[src/core/lane_check_pkg.sv]
/*
 * constants, field layout and register map of the lane capture
 * and sample check block.
 * assumes byte-wide register access at the listed offsets.
 */
// Functional notes
// software trigger rising 0 to 1 stores selected lane data in snapshot.
// snapshot is 40 bits, read only, five byte registers, lowest first.
// check control bits 7:4 pick sample 0 to 15 of chosen converter.
// check control bits 3:2 pick converter channel 0 to 3.
// check clear bit 1 held high resets the check result.
// check runs only while enable bit 0 is one.
// writable byte holds low byte of expected sample for compare.
// all control fields, reference bytes and snapshot bytes reset to zero.
// three-bit lane select picks one of eight lanes for capture.
// capture source zero uses software trigger, one uses bit error.
// second writable byte holds upper byte of expected sample.
// read-only mismatch flag, zero on match, one on difference.
// mismatch flag stays set while enabled until clear is asserted.
package lane_check_pkg;

  // ****************************************************************
  // sizes
  // ****************************************************************
  localparam int ADDR_W      = 12;
  localparam int DATA_W      = 8;
  localparam int LANE_COUNT  = 8;
  localparam int LANE_W      = 40;
  localparam int LANE_SEL_W  = 3;
  localparam int CONV_COUNT  = 4;
  localparam int CONV_SEL_W  = 2;
  localparam int SAMPLE_CNT  = 16;
  localparam int SP_SEL_W    = 4;
  localparam int SAMPLE_W    = 16;
  localparam int LANES_FLAT  = LANE_COUNT * LANE_W;
  localparam int SAMPLES_FLAT = CONV_COUNT * SAMPLE_CNT * SAMPLE_W;

  // ****************************************************************
  // register offsets
  // ****************************************************************
  localparam logic [ADDR_W-1:0] OFS_CAPTURE_CTRL = 12'h31e;
  localparam logic [ADDR_W-1:0] OFS_CAPTURE_B0   = 12'h31f;
  localparam logic [ADDR_W-1:0] OFS_CAPTURE_B1   = 12'h320;
  localparam logic [ADDR_W-1:0] OFS_CAPTURE_B2   = 12'h321;
  localparam logic [ADDR_W-1:0] OFS_CAPTURE_B3   = 12'h322;
  localparam logic [ADDR_W-1:0] OFS_CAPTURE_B4   = 12'h323;
  localparam logic [ADDR_W-1:0] OFS_CHECK_CTRL   = 12'h32c;
  localparam logic [ADDR_W-1:0] OFS_EXPECT_LOW   = 12'h32d;
  localparam logic [ADDR_W-1:0] OFS_EXPECT_HIGH  = 12'h32e;
  localparam logic [ADDR_W-1:0] OFS_CHECK_STATUS = 12'h32f;

  // ****************************************************************
  // field positions
  // ****************************************************************
  localparam int POS_CAP_TRIGGER = 0;
  localparam int POS_CAP_SOURCE  = 1;
  localparam int POS_CAP_LANE    = 2;
  localparam int POS_CHK_ENABLE  = 0;
  localparam int POS_CHK_CLEAR   = 1;
  localparam int POS_CHK_CONV    = 2;
  localparam int POS_CHK_SAMPLE  = 4;
  localparam int POS_CHK_FLAG    = 0;

  // ****************************************************************
  // reset values
  // ****************************************************************
  localparam logic [DATA_W-1:0] RST_CAPTURE_CTRL = 8'h00;
  localparam logic [DATA_W-1:0] RST_CHECK_CTRL   = 8'h00;
  localparam logic [DATA_W-1:0] RST_EXPECT       = 8'h00;
  localparam logic [LANE_W-1:0] RST_CAPTURE      = 40'h00_0000_0000;
  localparam logic [DATA_W-1:0] RD_ZERO          = 8'h00;

  // bit offset of a lane inside the flat lane bus
  function automatic logic [8:0] lane_base(input logic [2:0] lane);
    lane_base = 9'(lane) * 9'd40;
  endfunction : lane_base

endpackage : lane_check_pkg

[src/core/lane_snapshot.sv]
/*
 * lane snapshot: picks one receive lane and stores its word on a
 * trigger event.
 * assumes lane data and bit error come from the same clock domain.
 */
`timescale 1ns/1ps
module lane_snapshot (
  input  wire logic                                  clk_sys,     // clock
  input  wire logic                                  arst_n,      // reset
  input  wire logic [lane_check_pkg::LANES_FLAT-1:0] lane_data,   // lanes
  input  wire logic [lane_check_pkg::LANE_SEL_W-1:0] lane_select, // lane
  input  wire logic                                  trigger,     // sw bit
  input  wire logic                                  source,      // mode
  input  wire logic                                  bit_error,   // error
  output logic      [lane_check_pkg::LANE_W-1:0]     captured_r   // word
);

  logic [lane_check_pkg::LANE_W-1:0] sel_word;
  logic [lane_check_pkg::LANE_W-1:0] captured_nxt;
  logic                              trig_prev_r;
  logic                              trig_prev_nxt;
  logic                              grab;

  // ****************************************************************
  // trigger and capture
  // ****************************************************************
  always_comb
  begin
    // lane select
    sel_word = lane_data[lane_check_pkg::lane_base(lane_select) +:
                         lane_check_pkg::LANE_W];
    trig_prev_nxt = trigger;
    // trigger source
    // rising trigger edge
    grab = source ? bit_error : (trigger & ~trig_prev_r);
    captured_nxt = grab ? sel_word : captured_r;
  end

  always_ff @(posedge clk_sys or negedge arst_n)
  begin
    if (!arst_n)
    begin
      // snapshot reset
      captured_r  <= lane_check_pkg::RST_CAPTURE;
      trig_prev_r <= 1'b0;
    end
    else
    begin
      captured_r  <= captured_nxt;
      trig_prev_r <= trig_prev_nxt;
    end
  end

  // ****************************************************************
  // checks
  // ****************************************************************
  a_sw_capture: assert property (
    @(posedge clk_sys) disable iff (!arst_n)
    (!source && trigger && !trig_prev_r) |=>
      captured_r == $past(sel_word))
    else $error("software trigger edge did not capture lane");

  a_err_capture: assert property (
    @(posedge clk_sys) disable iff (!arst_n)
    (source && bit_error) |=> captured_r == $past(sel_word))
    else $error("bit error did not capture lane");

  a_snap_hold: assert property (
    @(posedge clk_sys) disable iff (!arst_n)
    (source ? !bit_error : !(trigger && !trig_prev_r)) |=>
      $stable(captured_r))
    else $error("snapshot changed without trigger");

  c_sw_capture: cover property (
    @(posedge clk_sys) disable iff (!arst_n)
    !source && trigger && !trig_prev_r);

  c_err_capture: cover property (
    @(posedge clk_sys) disable iff (!arst_n)
    source && bit_error);

endmodule : lane_snapshot

[src/core/sample_compare.sv]
/*
 * sample compare: picks one sample of one converter and compares it
 * with the expected value, keeping a sticky mismatch flag.
 * assumes samples and valid come from the receive link clock domain.
 */
`timescale 1ns/1ps
module sample_compare (
  input  wire logic                                    clk_sys,    // clock
  input  wire logic                                    arst_n,     // reset
  input  wire logic [lane_check_pkg::SAMPLES_FLAT-1:0] samples,    // data
  input  wire logic                                    valid,      // strobe
  input  wire logic [lane_check_pkg::SP_SEL_W-1:0]     sample_sel, // index
  input  wire logic [lane_check_pkg::CONV_SEL_W-1:0]   conv_sel,   // conv
  input  wire logic [lane_check_pkg::SAMPLE_W-1:0]     expected,   // ref
  input  wire logic                                    enable,     // run
  input  wire logic                                    clear,      // clear
  output logic                                         mismatch_r  // flag
);

  logic [9:0]                          sample_base;
  logic [lane_check_pkg::SAMPLE_W-1:0] sample;
  logic                                differs;
  logic                                mismatch_nxt;

  // ****************************************************************
  // compare and sticky flag
  // ****************************************************************
  always_comb
  begin
    // sample index
    // converter select
    sample_base = {conv_sel, sample_sel, 4'h0};
    sample      = samples[sample_base +: lane_check_pkg::SAMPLE_W];
    // check enable
    differs     = enable && valid && (sample != expected);
    // clear wins
    // sticky flag
    if (clear)
      mismatch_nxt = 1'b0;
    else if (differs)
      mismatch_nxt = 1'b1;
    else
      mismatch_nxt = mismatch_r;
  end

  always_ff @(posedge clk_sys or negedge arst_n)
  begin
    if (!arst_n)
      mismatch_r <= 1'b0;
    else
      mismatch_r <= mismatch_nxt;
  end

  // ****************************************************************
  // checks
  // ****************************************************************
  a_clear_flag: assert property (
    @(posedge clk_sys) disable iff (!arst_n)
    clear |=> !mismatch_r)
    else $error("clear did not reset mismatch flag");

  a_set_on_diff: assert property (
    @(posedge clk_sys) disable iff (!arst_n)
    (enable && valid && !clear &&
     samples[{conv_sel, sample_sel, 4'h0} +: 16] != expected) |=>
      mismatch_r)
    else $error("mismatch not flagged");

  a_flag_sticky: assert property (
    @(posedge clk_sys) disable iff (!arst_n)
    (mismatch_r && !clear) |=> mismatch_r)
    else $error("mismatch flag dropped without clear");

  a_disabled_idle: assert property (
    @(posedge clk_sys) disable iff (!arst_n)
    (!enable && !mismatch_r) |=> !mismatch_r)
    else $error("flag set while check disabled");

  c_flag_set: cover property (
    @(posedge clk_sys) disable iff (!arst_n)
    $rose(mismatch_r));

  c_flag_clear: cover property (
    @(posedge clk_sys) disable iff (!arst_n)
    $fell(mismatch_r));

endmodule : sample_compare

[src/core/serial_lane_capture_and_sample_check.sv]
/*
 * top of the lane capture and sample check block: byte register file,
 * registered read port, lane snapshot and sample compare.
 * assumes a register master on clk_sys giving one-cycle write and read
 * strobes, and lane and sample data from the same clock domain.
 */
`timescale 1ns/1ps
module serial_lane_capture_and_sample_check (
  input  wire logic                                    clk_sys,    // 50 MHz
  input  wire logic                                    arst_n,     // reset
  input  wire logic [lane_check_pkg::ADDR_W-1:0]       reg_addr,   // offset
  input  wire logic                                    reg_wr,     // write
  input  wire logic                                    reg_rd,     // read
  input  wire logic [lane_check_pkg::DATA_W-1:0]       reg_wdata,  // wdata
  output logic      [lane_check_pkg::DATA_W-1:0]       reg_rdata,  // rdata
  output logic                                         reg_rvalid, // rvalid
  input  wire logic [lane_check_pkg::LANES_FLAT-1:0]   lane_data,  // lanes
  input  wire logic                                    bit_error,  // error
  input  wire logic [lane_check_pkg::SAMPLES_FLAT-1:0] tpl_sample, // samples
  input  wire logic                                    tpl_valid   // strobe
);

  // ****************************************************************
  // register state
  // ****************************************************************
  logic [lane_check_pkg::DATA_W-1:0] capture_ctrl_r;
  logic [lane_check_pkg::DATA_W-1:0] capture_ctrl_nxt;
  logic [lane_check_pkg::DATA_W-1:0] check_ctrl_r;
  logic [lane_check_pkg::DATA_W-1:0] check_ctrl_nxt;
  logic [lane_check_pkg::DATA_W-1:0] expect_low_r;
  logic [lane_check_pkg::DATA_W-1:0] expect_low_nxt;
  logic [lane_check_pkg::DATA_W-1:0] expect_high_r;
  logic [lane_check_pkg::DATA_W-1:0] expect_high_nxt;
  logic [lane_check_pkg::DATA_W-1:0] rdata_r;
  logic [lane_check_pkg::DATA_W-1:0] rdata_nxt;
  logic                              rvalid_r;
  logic                              rvalid_nxt;

  logic [lane_check_pkg::LANE_W-1:0]     captured_lane_word;
  logic                                  check_mismatch_flag;
  logic [lane_check_pkg::LANE_SEL_W-1:0] capture_lane_select;
  logic                                  capture_trigger;
  logic                                  capture_trigger_source;
  logic [lane_check_pkg::SP_SEL_W-1:0]   sample_index_select;
  logic [lane_check_pkg::CONV_SEL_W-1:0] converter_select;
  logic                                  check_clear;
  logic                                  check_enable;
  logic [lane_check_pkg::SAMPLE_W-1:0]   expected_sample;

  // ****************************************************************
  // field decode
  // ****************************************************************
  always_comb
  begin
    capture_trigger        = capture_ctrl_r[lane_check_pkg::POS_CAP_TRIGGER];
    capture_trigger_source = capture_ctrl_r[lane_check_pkg::POS_CAP_SOURCE];
    capture_lane_select    =
      capture_ctrl_r[lane_check_pkg::POS_CAP_LANE +: 3];
    check_enable           = check_ctrl_r[lane_check_pkg::POS_CHK_ENABLE];
    check_clear            = check_ctrl_r[lane_check_pkg::POS_CHK_CLEAR];
    converter_select       = check_ctrl_r[lane_check_pkg::POS_CHK_CONV +: 2];
    sample_index_select    =
      check_ctrl_r[lane_check_pkg::POS_CHK_SAMPLE +: 4];
    // reference high byte
    expected_sample        = {expect_high_r, expect_low_r};
  end

  // ****************************************************************
  // register writes
  // ****************************************************************
  always_comb
  begin
    capture_ctrl_nxt = capture_ctrl_r;
    check_ctrl_nxt   = check_ctrl_r;
    expect_low_nxt   = expect_low_r;
    expect_high_nxt  = expect_high_r;
    if (reg_wr)
    begin
      case (reg_addr)
        lane_check_pkg::OFS_CAPTURE_CTRL:
          // reserved bits 7:5 are not stored
          capture_ctrl_nxt = {3'h0, reg_wdata[4:0]};
        lane_check_pkg::OFS_CHECK_CTRL:
          check_ctrl_nxt = reg_wdata;
        // reference low byte
        lane_check_pkg::OFS_EXPECT_LOW:
          expect_low_nxt = reg_wdata;
        lane_check_pkg::OFS_EXPECT_HIGH:
          expect_high_nxt = reg_wdata;
        default:
          capture_ctrl_nxt = capture_ctrl_r;
      endcase
    end
  end

  always_ff @(posedge clk_sys or negedge arst_n)
  begin
    if (!arst_n)
    begin
      // control reset zero
      capture_ctrl_r <= lane_check_pkg::RST_CAPTURE_CTRL;
      check_ctrl_r   <= lane_check_pkg::RST_CHECK_CTRL;
      expect_low_r   <= lane_check_pkg::RST_EXPECT;
      expect_high_r  <= lane_check_pkg::RST_EXPECT;
    end
    else
    begin
      capture_ctrl_r <= capture_ctrl_nxt;
      check_ctrl_r   <= check_ctrl_nxt;
      expect_low_r   <= expect_low_nxt;
      expect_high_r  <= expect_high_nxt;
    end
  end

  // ****************************************************************
  // register reads
  // ****************************************************************
  always_comb
  begin
    rvalid_nxt = reg_rd;
    rdata_nxt  = lane_check_pkg::RD_ZERO;
    if (reg_rd)
    begin
      case (reg_addr)
        lane_check_pkg::OFS_CAPTURE_CTRL:
          rdata_nxt = capture_ctrl_r;
        // snapshot bytes low first
        lane_check_pkg::OFS_CAPTURE_B0:
          rdata_nxt = captured_lane_word[7:0];
        lane_check_pkg::OFS_CAPTURE_B1:
          rdata_nxt = captured_lane_word[15:8];
        lane_check_pkg::OFS_CAPTURE_B2:
          rdata_nxt = captured_lane_word[23:16];
        lane_check_pkg::OFS_CAPTURE_B3:
          rdata_nxt = captured_lane_word[31:24];
        lane_check_pkg::OFS_CAPTURE_B4:
          rdata_nxt = captured_lane_word[39:32];
        lane_check_pkg::OFS_CHECK_CTRL:
          rdata_nxt = check_ctrl_r;
        lane_check_pkg::OFS_EXPECT_LOW:
          rdata_nxt = expect_low_r;
        lane_check_pkg::OFS_EXPECT_HIGH:
          rdata_nxt = expect_high_r;
        // mismatch flag read
        lane_check_pkg::OFS_CHECK_STATUS:
          rdata_nxt = {7'h00, check_mismatch_flag};
        default:
          rdata_nxt = lane_check_pkg::RD_ZERO;
      endcase
    end
  end

  always_ff @(posedge clk_sys or negedge arst_n)
  begin
    if (!arst_n)
    begin
      rdata_r  <= lane_check_pkg::RD_ZERO;
      rvalid_r <= 1'b0;
    end
    else
    begin
      rdata_r  <= rdata_nxt;
      rvalid_r <= rvalid_nxt;
    end
  end

  assign reg_rdata  = rdata_r;
  assign reg_rvalid = rvalid_r;

  // ****************************************************************
  // datapath
  // ****************************************************************
  lane_snapshot u_snapshot (
    .clk_sys     (clk_sys),
    .arst_n      (arst_n),
    .lane_data   (lane_data),
    .lane_select (capture_lane_select),
    .trigger     (capture_trigger),
    .source      (capture_trigger_source),
    .bit_error   (bit_error),
    .captured_r  (captured_lane_word)
  );

  sample_compare u_compare (
    .clk_sys    (clk_sys),
    .arst_n     (arst_n),
    .samples    (tpl_sample),
    .valid      (tpl_valid),
    .sample_sel (sample_index_select),
    .conv_sel   (converter_select),
    .expected   (expected_sample),
    .enable     (check_enable),
    .clear      (check_clear),
    .mismatch_r (check_mismatch_flag)
  );

  // ****************************************************************
  // checks
  // ****************************************************************
  a_read_top_byte: assert property (
    @(posedge clk_sys) disable iff (!arst_n)
    (reg_rd && reg_addr == lane_check_pkg::OFS_CAPTURE_B4) |=>
      (reg_rvalid && reg_rdata == $past(captured_lane_word[39:32])))
    else $error("top snapshot byte read wrong");

  a_read_low_byte: assert property (
    @(posedge clk_sys) disable iff (!arst_n)
    (reg_rd && reg_addr == lane_check_pkg::OFS_CAPTURE_B0) |=>
      reg_rdata == $past(captured_lane_word[7:0]))
    else $error("low snapshot byte read wrong");

  a_snap_read_only: assert property (
    @(posedge clk_sys) disable iff (!arst_n)
    (reg_wr && reg_addr == lane_check_pkg::OFS_CAPTURE_B2 &&
     !bit_error && !capture_trigger && !capture_trigger_source) |=>
      $stable(captured_lane_word))
    else $error("snapshot changed by a write");

  a_flag_read: assert property (
    @(posedge clk_sys) disable iff (!arst_n)
    (reg_rd && reg_addr == lane_check_pkg::OFS_CHECK_STATUS) |=>
      reg_rdata == {7'h00, $past(check_mismatch_flag)})
    else $error("status read does not show mismatch flag");

  a_check_ctrl_wr: assert property (
    @(posedge clk_sys) disable iff (!arst_n)
    (reg_wr && reg_addr == lane_check_pkg::OFS_CHECK_CTRL) |=>
      (sample_index_select == $past(reg_wdata[7:4]) &&
       converter_select == $past(reg_wdata[3:2])))
    else $error("check control fields not stored");

  a_expect_wr: assert property (
    @(posedge clk_sys) disable iff (!arst_n)
    (reg_wr && reg_addr == lane_check_pkg::OFS_EXPECT_LOW) ##1 !reg_wr ##1
    (reg_wr && reg_addr == lane_check_pkg::OFS_EXPECT_HIGH) |=>
      expected_sample == {$past(reg_wdata), $past(reg_wdata, 3)})
    else $error("expected sample bytes not assembled");

  a_lane_sel_wr: assert property (
    @(posedge clk_sys) disable iff (!arst_n)
    (reg_wr && reg_addr == lane_check_pkg::OFS_CAPTURE_CTRL) |=>
      (capture_lane_select == $past(reg_wdata[4:2]) &&
       reg_rvalid == $past(reg_rd)))
    else $error("lane select not stored");

  a_idle_read: assert property (
    @(posedge clk_sys) disable iff (!arst_n)
    !reg_rd |=> (!reg_rvalid && reg_rdata == 8'h00))
    else $error("read data present without read");

  a_read_answer: assert property (
    @(posedge clk_sys) disable iff (!arst_n)
    reg_rd |=> reg_rvalid)
    else $error("read strobe not answered");

  a_mid_byte_read: assert property (
    @(posedge clk_sys) disable iff (!arst_n)
    (reg_rd && reg_addr == lane_check_pkg::OFS_CAPTURE_B2) |=>
      reg_rdata == $past(captured_lane_word[23:16]))
    else $error("middle snapshot byte read wrong");

  a_ctrl_flags_wr: assert property (
    @(posedge clk_sys) disable iff (!arst_n)
    (reg_wr && reg_addr == lane_check_pkg::OFS_CHECK_CTRL) |=>
      (check_enable == $past(reg_wdata[0]) &&
       check_clear == $past(reg_wdata[1])))
    else $error("check enable or clear not stored");

  a_low_ref_wr: assert property (
    @(posedge clk_sys) disable iff (!arst_n)
    (reg_wr && reg_addr == lane_check_pkg::OFS_EXPECT_LOW) |=>
      expect_low_r == $past(reg_wdata))
    else $error("reference low byte not stored");

  a_high_ref_wr: assert property (
    @(posedge clk_sys) disable iff (!arst_n)
    (reg_wr && reg_addr == lane_check_pkg::OFS_EXPECT_HIGH) |=>
      expect_high_r == $past(reg_wdata))
    else $error("reference high byte not stored");

  a_ctrl_hold: assert property (
    @(posedge clk_sys) disable iff (!arst_n)
    !reg_wr |=> ($stable(check_ctrl_r) && $stable(expected_sample) &&
                 $stable(capture_ctrl_r)))
    else $error("register changed without write");

  a_src_trig_wr: assert property (
    @(posedge clk_sys) disable iff (!arst_n)
    (reg_wr && reg_addr == lane_check_pkg::OFS_CAPTURE_CTRL) |=>
      (capture_trigger_source == $past(reg_wdata[1]) &&
       capture_trigger == $past(reg_wdata[0])))
    else $error("capture source or trigger not stored");

  a_reserved_zero: assert property (
    @(posedge clk_sys) disable iff (!arst_n)
    (reg_wr && reg_addr == lane_check_pkg::OFS_CAPTURE_CTRL) |=>
      capture_ctrl_r[7:5] == 3'h0)
    else $error("reserved capture control bits stored");

  c_read_snapshot: cover property (
    @(posedge clk_sys) disable iff (!arst_n)
    reg_rd && reg_addr == lane_check_pkg::OFS_CAPTURE_B4 ##1 reg_rvalid);

endmodule : serial_lane_capture_and_sample_check

[config.mk]
export PLATFORM = sky130hd
export DESIGN_NAME = serial_lane_capture_and_sample_check
export DESIGN_NICKNAME = d
export VERILOG_FILES = /design/src/core/lane_check_pkg.sv /design/src/core/lane_snapshot.sv /design/src/core/sample_compare.sv /design/src/core/serial_lane_capture_and_sample_check.sv
export SDC_FILE = /design/constraint.sdc
export NUM_CORES = 1
export LEC_CHECK = 0
export BUFFER_PORTS_ARGS = -buffer_cell sky130_fd_sc_hd__buf_2
export CAP_MARGIN = 20
export CORE_AREA = 8 8 525 527
export DETAILED_ROUTE_END_ITERATION = 12
export DIE_AREA = 0 0 533 535
export PLACE_DENSITY = 0.3
export SLEW_MARGIN = 20
export SYNTH_ARGS = -nofsm -noshare
export SYNTH_HDL_FRONTEND = slang
export SYNTH_SLANG_ARGS = --single-unit
[constraint.sdc]
create_clock -name clk_sys -period 4.2 [get_ports clk_sys]
set_input_delay 0.63 -clock clk_sys [delete_from_list [all_inputs] [get_ports clk_sys]]
set_output_delay 0.63 -clock clk_sys [all_outputs]
set_load 0.02 [all_outputs]
# Word-level counts from Yosys, hierarchy flattened

Cells that the tools add are included.

Output and inout bits: 9
Logic and storage cells: 37
Input port bits: 1370
Flip-flop bits (word level): 80

Bitwise logic cells: 2
Mux-type cells: 5
Equality and inequality tests: 11
Multiply operators: 1
Reductions and logical operators: 7
Shifts and indexed selects: 2

Operators by type and width:

| operator               | count |
|---|---|
| $shiftx A1024 B11 Y16  | 1 |
| $shiftx A320 B10 Y40   | 1 |
| $eq A12 B10 Y1 const B | 10 |
| $pmux W8 S10           | 1 |
| $ne A16 B16 Y1         | 1 |
| $mux W8                | 1 |
| $reduce_and A2 Y1      | 4 |
| $mul A3 B3 Y6 const B  | 1 |
| $mux W1                | 3 |
| $logic_and A1 B1 Y1    | 2 |
| $reduce_bool A2 Y1     | 1 |
| $and A1 B1 Y1          | 1 |
| $not A1 Y1             | 1 |

# Longest topological paths before layout

Depth after elaboration: 5
Mapped depth: 16
Mapped depth without buffers: 9

# Modules after synthesis

Synthesis repeated with hierarchy kept, for this count alone.

Cells, all modules: 1382
Area total of the unflattened synthesis: 15523.6 µm²

Modules (own cells, without submodules):

| module                               | area an instance (µm²) | cells an instance | instances | sequential area each (µm²) |
|---|---|---|---|---|
| sample_compare                       | 9009.9                 | 776               | 1         | 25.0 |
| lane_snapshot                        | 4376.7                 | 416               | 1         | 1026.0 |
| serial_lane_capture_and_sample_check | 2137.0                 | 190               | 1         | 950.9 |

# Worst setup path before layout

Ideal clock, no wire load.

Kind: flip-flop to flip-flop
Start point: reg check_ctrl_r[4] in the netlist's numbering
End point: reg u_compare.mismatch_r
Cell stages (with the launch flop): 14
Data required time: 4.071 ns
Slack: 1.044 ns
Clock period less this slack: 3.156 ns
Buffers on the path: 6
Setup time: 0.129 ns
Arrival time: 3.027 ns
Cells stage by stage: dfrtp_1 -> buf_6 -> buf_12 -> buf_6 -> buf_4 -> buf_2 -> buf_2 -> mux2_2 -> o221ai_1 -> nand4_1 -> xor2_1 -> nor4_1 -> a21oi_1 -> o41a_1

Longest elaborated chain between the ends: 4

Ends and longest elaborated chain:

| item                                | line                                        | text |
|---|---|---|
| start, declared                     | serial_lane_capture_and_sample_check.sv:28  | `logic [lane_check_pkg::DATA_W-1:0] check_ctrl_r;` |
| start signal, assigned              | serial_lane_capture_and_sample_check.sv:102 | `check_ctrl_r <= lane_check_pkg::RST_CHECK_CTRL;` |
| start signal, assigned              | serial_lane_capture_and_sample_check.sv:109 | `check_ctrl_r <= check_ctrl_nxt;` |
| $shiftx A1024 B11 Y16               | sample_compare.sv:33                        | `sample = samples[sample_base +: lane_check_pkg::SAMPLE_W];` |
| $ne A16 B16 Y1                      | sample_compare.sv:35                        | `differs = enable && valid && (sample != expected);` |
| $logic_and A1 B1 Y1                 | sample_compare.sv:35                        |  |
| $reduce_bool A2 Y1 (no source line) | -                                           |  |
| end signal, assigned                | sample_compare.sv:51                        | `mismatch_r <= mismatch_nxt;` |
| end, declared                       | sample_compare.sv:17                        | `output logic mismatch_r` |

Every way passes these cells.
A chain may end at the register's enable or synchronous reset.

# Worst setup path after layout

Same ends and word-level chain as after synthesis.

==> reports/summary.txt <==
status = complete, no violations
initial antenna violation count = 246
Arrival @ worst endpoint = 4.29 ns
cell row count = 190
Max H-tree Level = 3
cts hold-fix bufs = 0
crit path from = check_ctrl_r[4]$_DFFE_PN0P_
first-pass GRT wire length = 259000 um
Final Cycle Share = 96.1%
# DRC = 0
CTS Buffer Depth = 2
Port Buffer Count = 1378
Mapped Nets = 2613
Initial Util = 5.38%
Leak Pwr = 10.6 nW
RSZ-0062 raised after global routing = false
Final Max Slew Viols = 0
endpoint class of the critical path = flip-flop
GR Overflow Total = 0
R2R setup slack = 0.17 ns
share of cells above drive strength 1 = 71.5%
Max-Cap Viols = 0
chip width = 533 um
Skew-Pair Late Insertion Delay = 0.38 ns
Worst EP required = 4.46 ns
syn avg cell area = 11.6 sq um
GRT Total Usage = 14.1%
slew margin rel. = 16.1%
Async SR Flop Fraction = 100%
num ports = 1379
Ys Warns = 0
Synth Register Bits = 80
Setup crit start kind = flip-flop
# nets final = 4020
Top FF cell, synth = dfrtp_1
clock slew at reported path FFs = 0.08 ns
Fin Setup TNS = 0 ns
Overall Power = 3.19 mW
CTS tree = yes
CP Max Fanout = 6
CTS Buf Count = 9
Cell variety after synth = 59
number of global-route vias before repair = 21300
drt wl/cell = 33.9 um
HP Class = input port to async pin
Post-synth EDFFs = 0
DR iter-0 viols = 1158
Post-DP HPWL = 195000 um
Mapped Area = 0.0144 sq mm
Final Worst Setup Slack = 0.165 ns
post-synthesis cell count = 1243
Area Overhead vs Synth = 88.6%
final core occ = 10.1%
Detail Route Antenna Nets = 0
core area = 0.267 sq mm
Worst-Margin Slew = 1.25 ns
P per Cell Area = 118 mW/mm^2
Clock Tree Root = clkbuf_16
Die ar. = 0.285 sq mm
VDD IR-drop max = 0.164 mV
reg2reg start = check_ctrl_r[4]$_DFFE_PN0P_
final setup vio count = 0
Die Y = 535 um
Tmin final = 4.03 ns
CTS Sinks = 80
CP Capture Point = u_compare.mismatch_r$_DFFE_PN0P_
Final GP Congestion = 0.901
routed wire length = 212000 um
dpl ws = -0.963 ns
skew final = 0.0107 ns
reg2reg path depth = 11
Max Clock Freq = 248 MHz
pin count of the biggest net entering global routing = 57
vias per std cell = 3.16
Crit Path Class = flip-flop to flip-flop
FF-to-FF End = u_compare.mismatch_r$_DFFE_PN0P_
sequential element share of the synthesized area = 13.9%
endpoints failing hold = 0
Vias = 19800
DRT Pass-1 Iters = 5
==> layout make-up <==
class | instances | area [sq um]
multi-input combinational | 1025 | 11800
clock inverter | 6 | 97.6
sequential | 80 | 2030
fill | 31100 | 240000
tap | 3552 | 4440
antenna | 45 | 113
inverter | 9 | 36.3
timing repair buffer | 1525 | 8320
clock buffer | 10 | 239
==> worst max-delay path, cell delays in order (launching register included) <==
cell and delay [ns]:
dfrtp_4 0.43, buf_4 0.19, buf_4 0.20, mux4_2 0.63
mux2_2 0.43, a32oi_1 0.20, nand3_1 0.37, xor2_1 0.30
a2111oi_4 0.28, and4_1 0.27, o22ai_2 0.14, o41a_1 0.45
==> synth_stat cells, types with 3 or more instances <==
cell	instances	area [sq um]
a21oi_1	35	175
nor3_1	13	65.1
nand2_1	110	413
mux4_2	273	6150
clkbuf_1	60	225
buf_1	18	67.6
nor2_1	40	150
mux2_2	45	507
nand4_1	10	62.6
mux2i_1	166	1660
o2111ai_1	3	26.3
and3_1	6	37.5
o221ai_1	8	70.1
a32oi_1	8	70.1
a31oi_1	14	87.6
a22o_1	12	105
or3_1	4	25.0
nor2b_1	8	50.1
dfrtp_1	80	2000
xor2_1	14	123
nand3_1	17	85.1
buf_4	15	113
inv_1	7	26.3
o211ai_1	10	75.1
buf_2	22	110
nand2b_1	6	37.5
a22oi_1	64	480
a211oi_1	6	45.0
mux4_1	5	131
a41oi_1	3	26.3
o21ai_0	66	330
a221oi_1	15	131
o22ai_1	19	119
buf_6	12	135
xnor2_1	15	131
==> timing repair <==
| action | 4_1_cts | 5_1_grt |
|---|---|---|
| setup buffers | 6 | 0 |
| resized for setup | 13 | 4 |
| endpoints found under the setup margin | 1 | 1 |
==> where the power goes <==
part	switching (mW)	internal (mW)	leakage, nW
registers	0.0416	0.804	1.09
clock network	0.418	0.548	0.166
logic	0.624	0.757	9.33
total	1.08	2.11	10.6
==> layout by cell type (no fill, tap or decap), types with 9 or more instances in the layout <==
master and count:
a21oi_1 33, a22o_1 12, a31oi_1 14, a22oi_1 64, nor3_1 12, o21ai_0 66
a221oi_1 12, dfrtp_1 72, nand3_1 16, mux2i_1 164, mux4_2 274, nand2_1 110
xor2_1 14, buf_2 1377, o22ai_1 18, o211ai_1 10, xnor2_1 15, mux2_2 45
diode_2 45, buf_4 123, nand4_1 10, buf_12 22, clkbuf_16 9, nor2_1 37
==> through the flow <==
stage | hold WS (ns) | std cells | cell area (sq um)
final | 0.262 | 6252 | 27100
after global routing | 0.297 | 6226 | 27000
after CTS | 0.297 | 6207 | 26900
after detailed placement | 0.406 | 6185 | 26500
after global placement | 0.410 | 6183 | 26400
after floorplan | 0.334 | 1243 | 14400
==> state kept, by name (all words and copies together), names as in the netlist <==
signal and count:
u_snapshot.captured_r 40, reg_rdata 8, u_snapshot.trig_prev_r 1, expect_low_r 8, check_ctrl_r 8, reg_rvalid 1
capture_ctrl_r 5, expect_high_r 8, u_compare.mismatch_r 1
==> kinds of logic after synthesis <==
logic type | share of synthesized area [%]
AO/OA/AOI/OAI | 13.3
XOR/XNOR | 1.77
buffers and inverters | 5.04
flip-flops | 13.9
multiplexers | 58.9
AND/OR/NAND/NOR | 7.11
==> routing by layer <==
layer / wire (um) / track usage [%] / up-vias / part of all wire [%]
met2: 113000 / 27.0 / 1365 / 53
li1: - / - / 8138 / -
met1: 77700 / 15.3 / 9742 / 37
met4: 2890 / 1.85 / 120 / 1.4
met5: 805 / 0 / - / 0.38
met3: 17600 / 4.71 / 385 / 8.3
==> worst min-delay path by stage <==
stage                                       start                                     to  slack (ns)  depth (start not counted)
detailed placement  capture_ctrl_r[0]$_DFFE_PN0P_       u_snapshot.trig_prev_r$_DFF_PN0_        0.41                          0
global placement    capture_ctrl_r[0]$_DFFE_PN0P_       u_snapshot.trig_prev_r$_DFF_PN0_        0.41                          0
floorplan                                  arst_n          capture_ctrl_r[0]$_DFFE_PN0P_        0.33                          0
CTS                                        arst_n  u_snapshot.captured_r[39]$_DFFE_PN0P_        0.30                          1
global route                               arst_n  u_snapshot.captured_r[39]$_DFFE_PN0P_        0.30                          1
finish                                     arst_n  u_snapshot.captured_r[39]$_DFFE_PN0P_        0.26                          1
No activity file was read; power rests on OpenSTA's default activity.
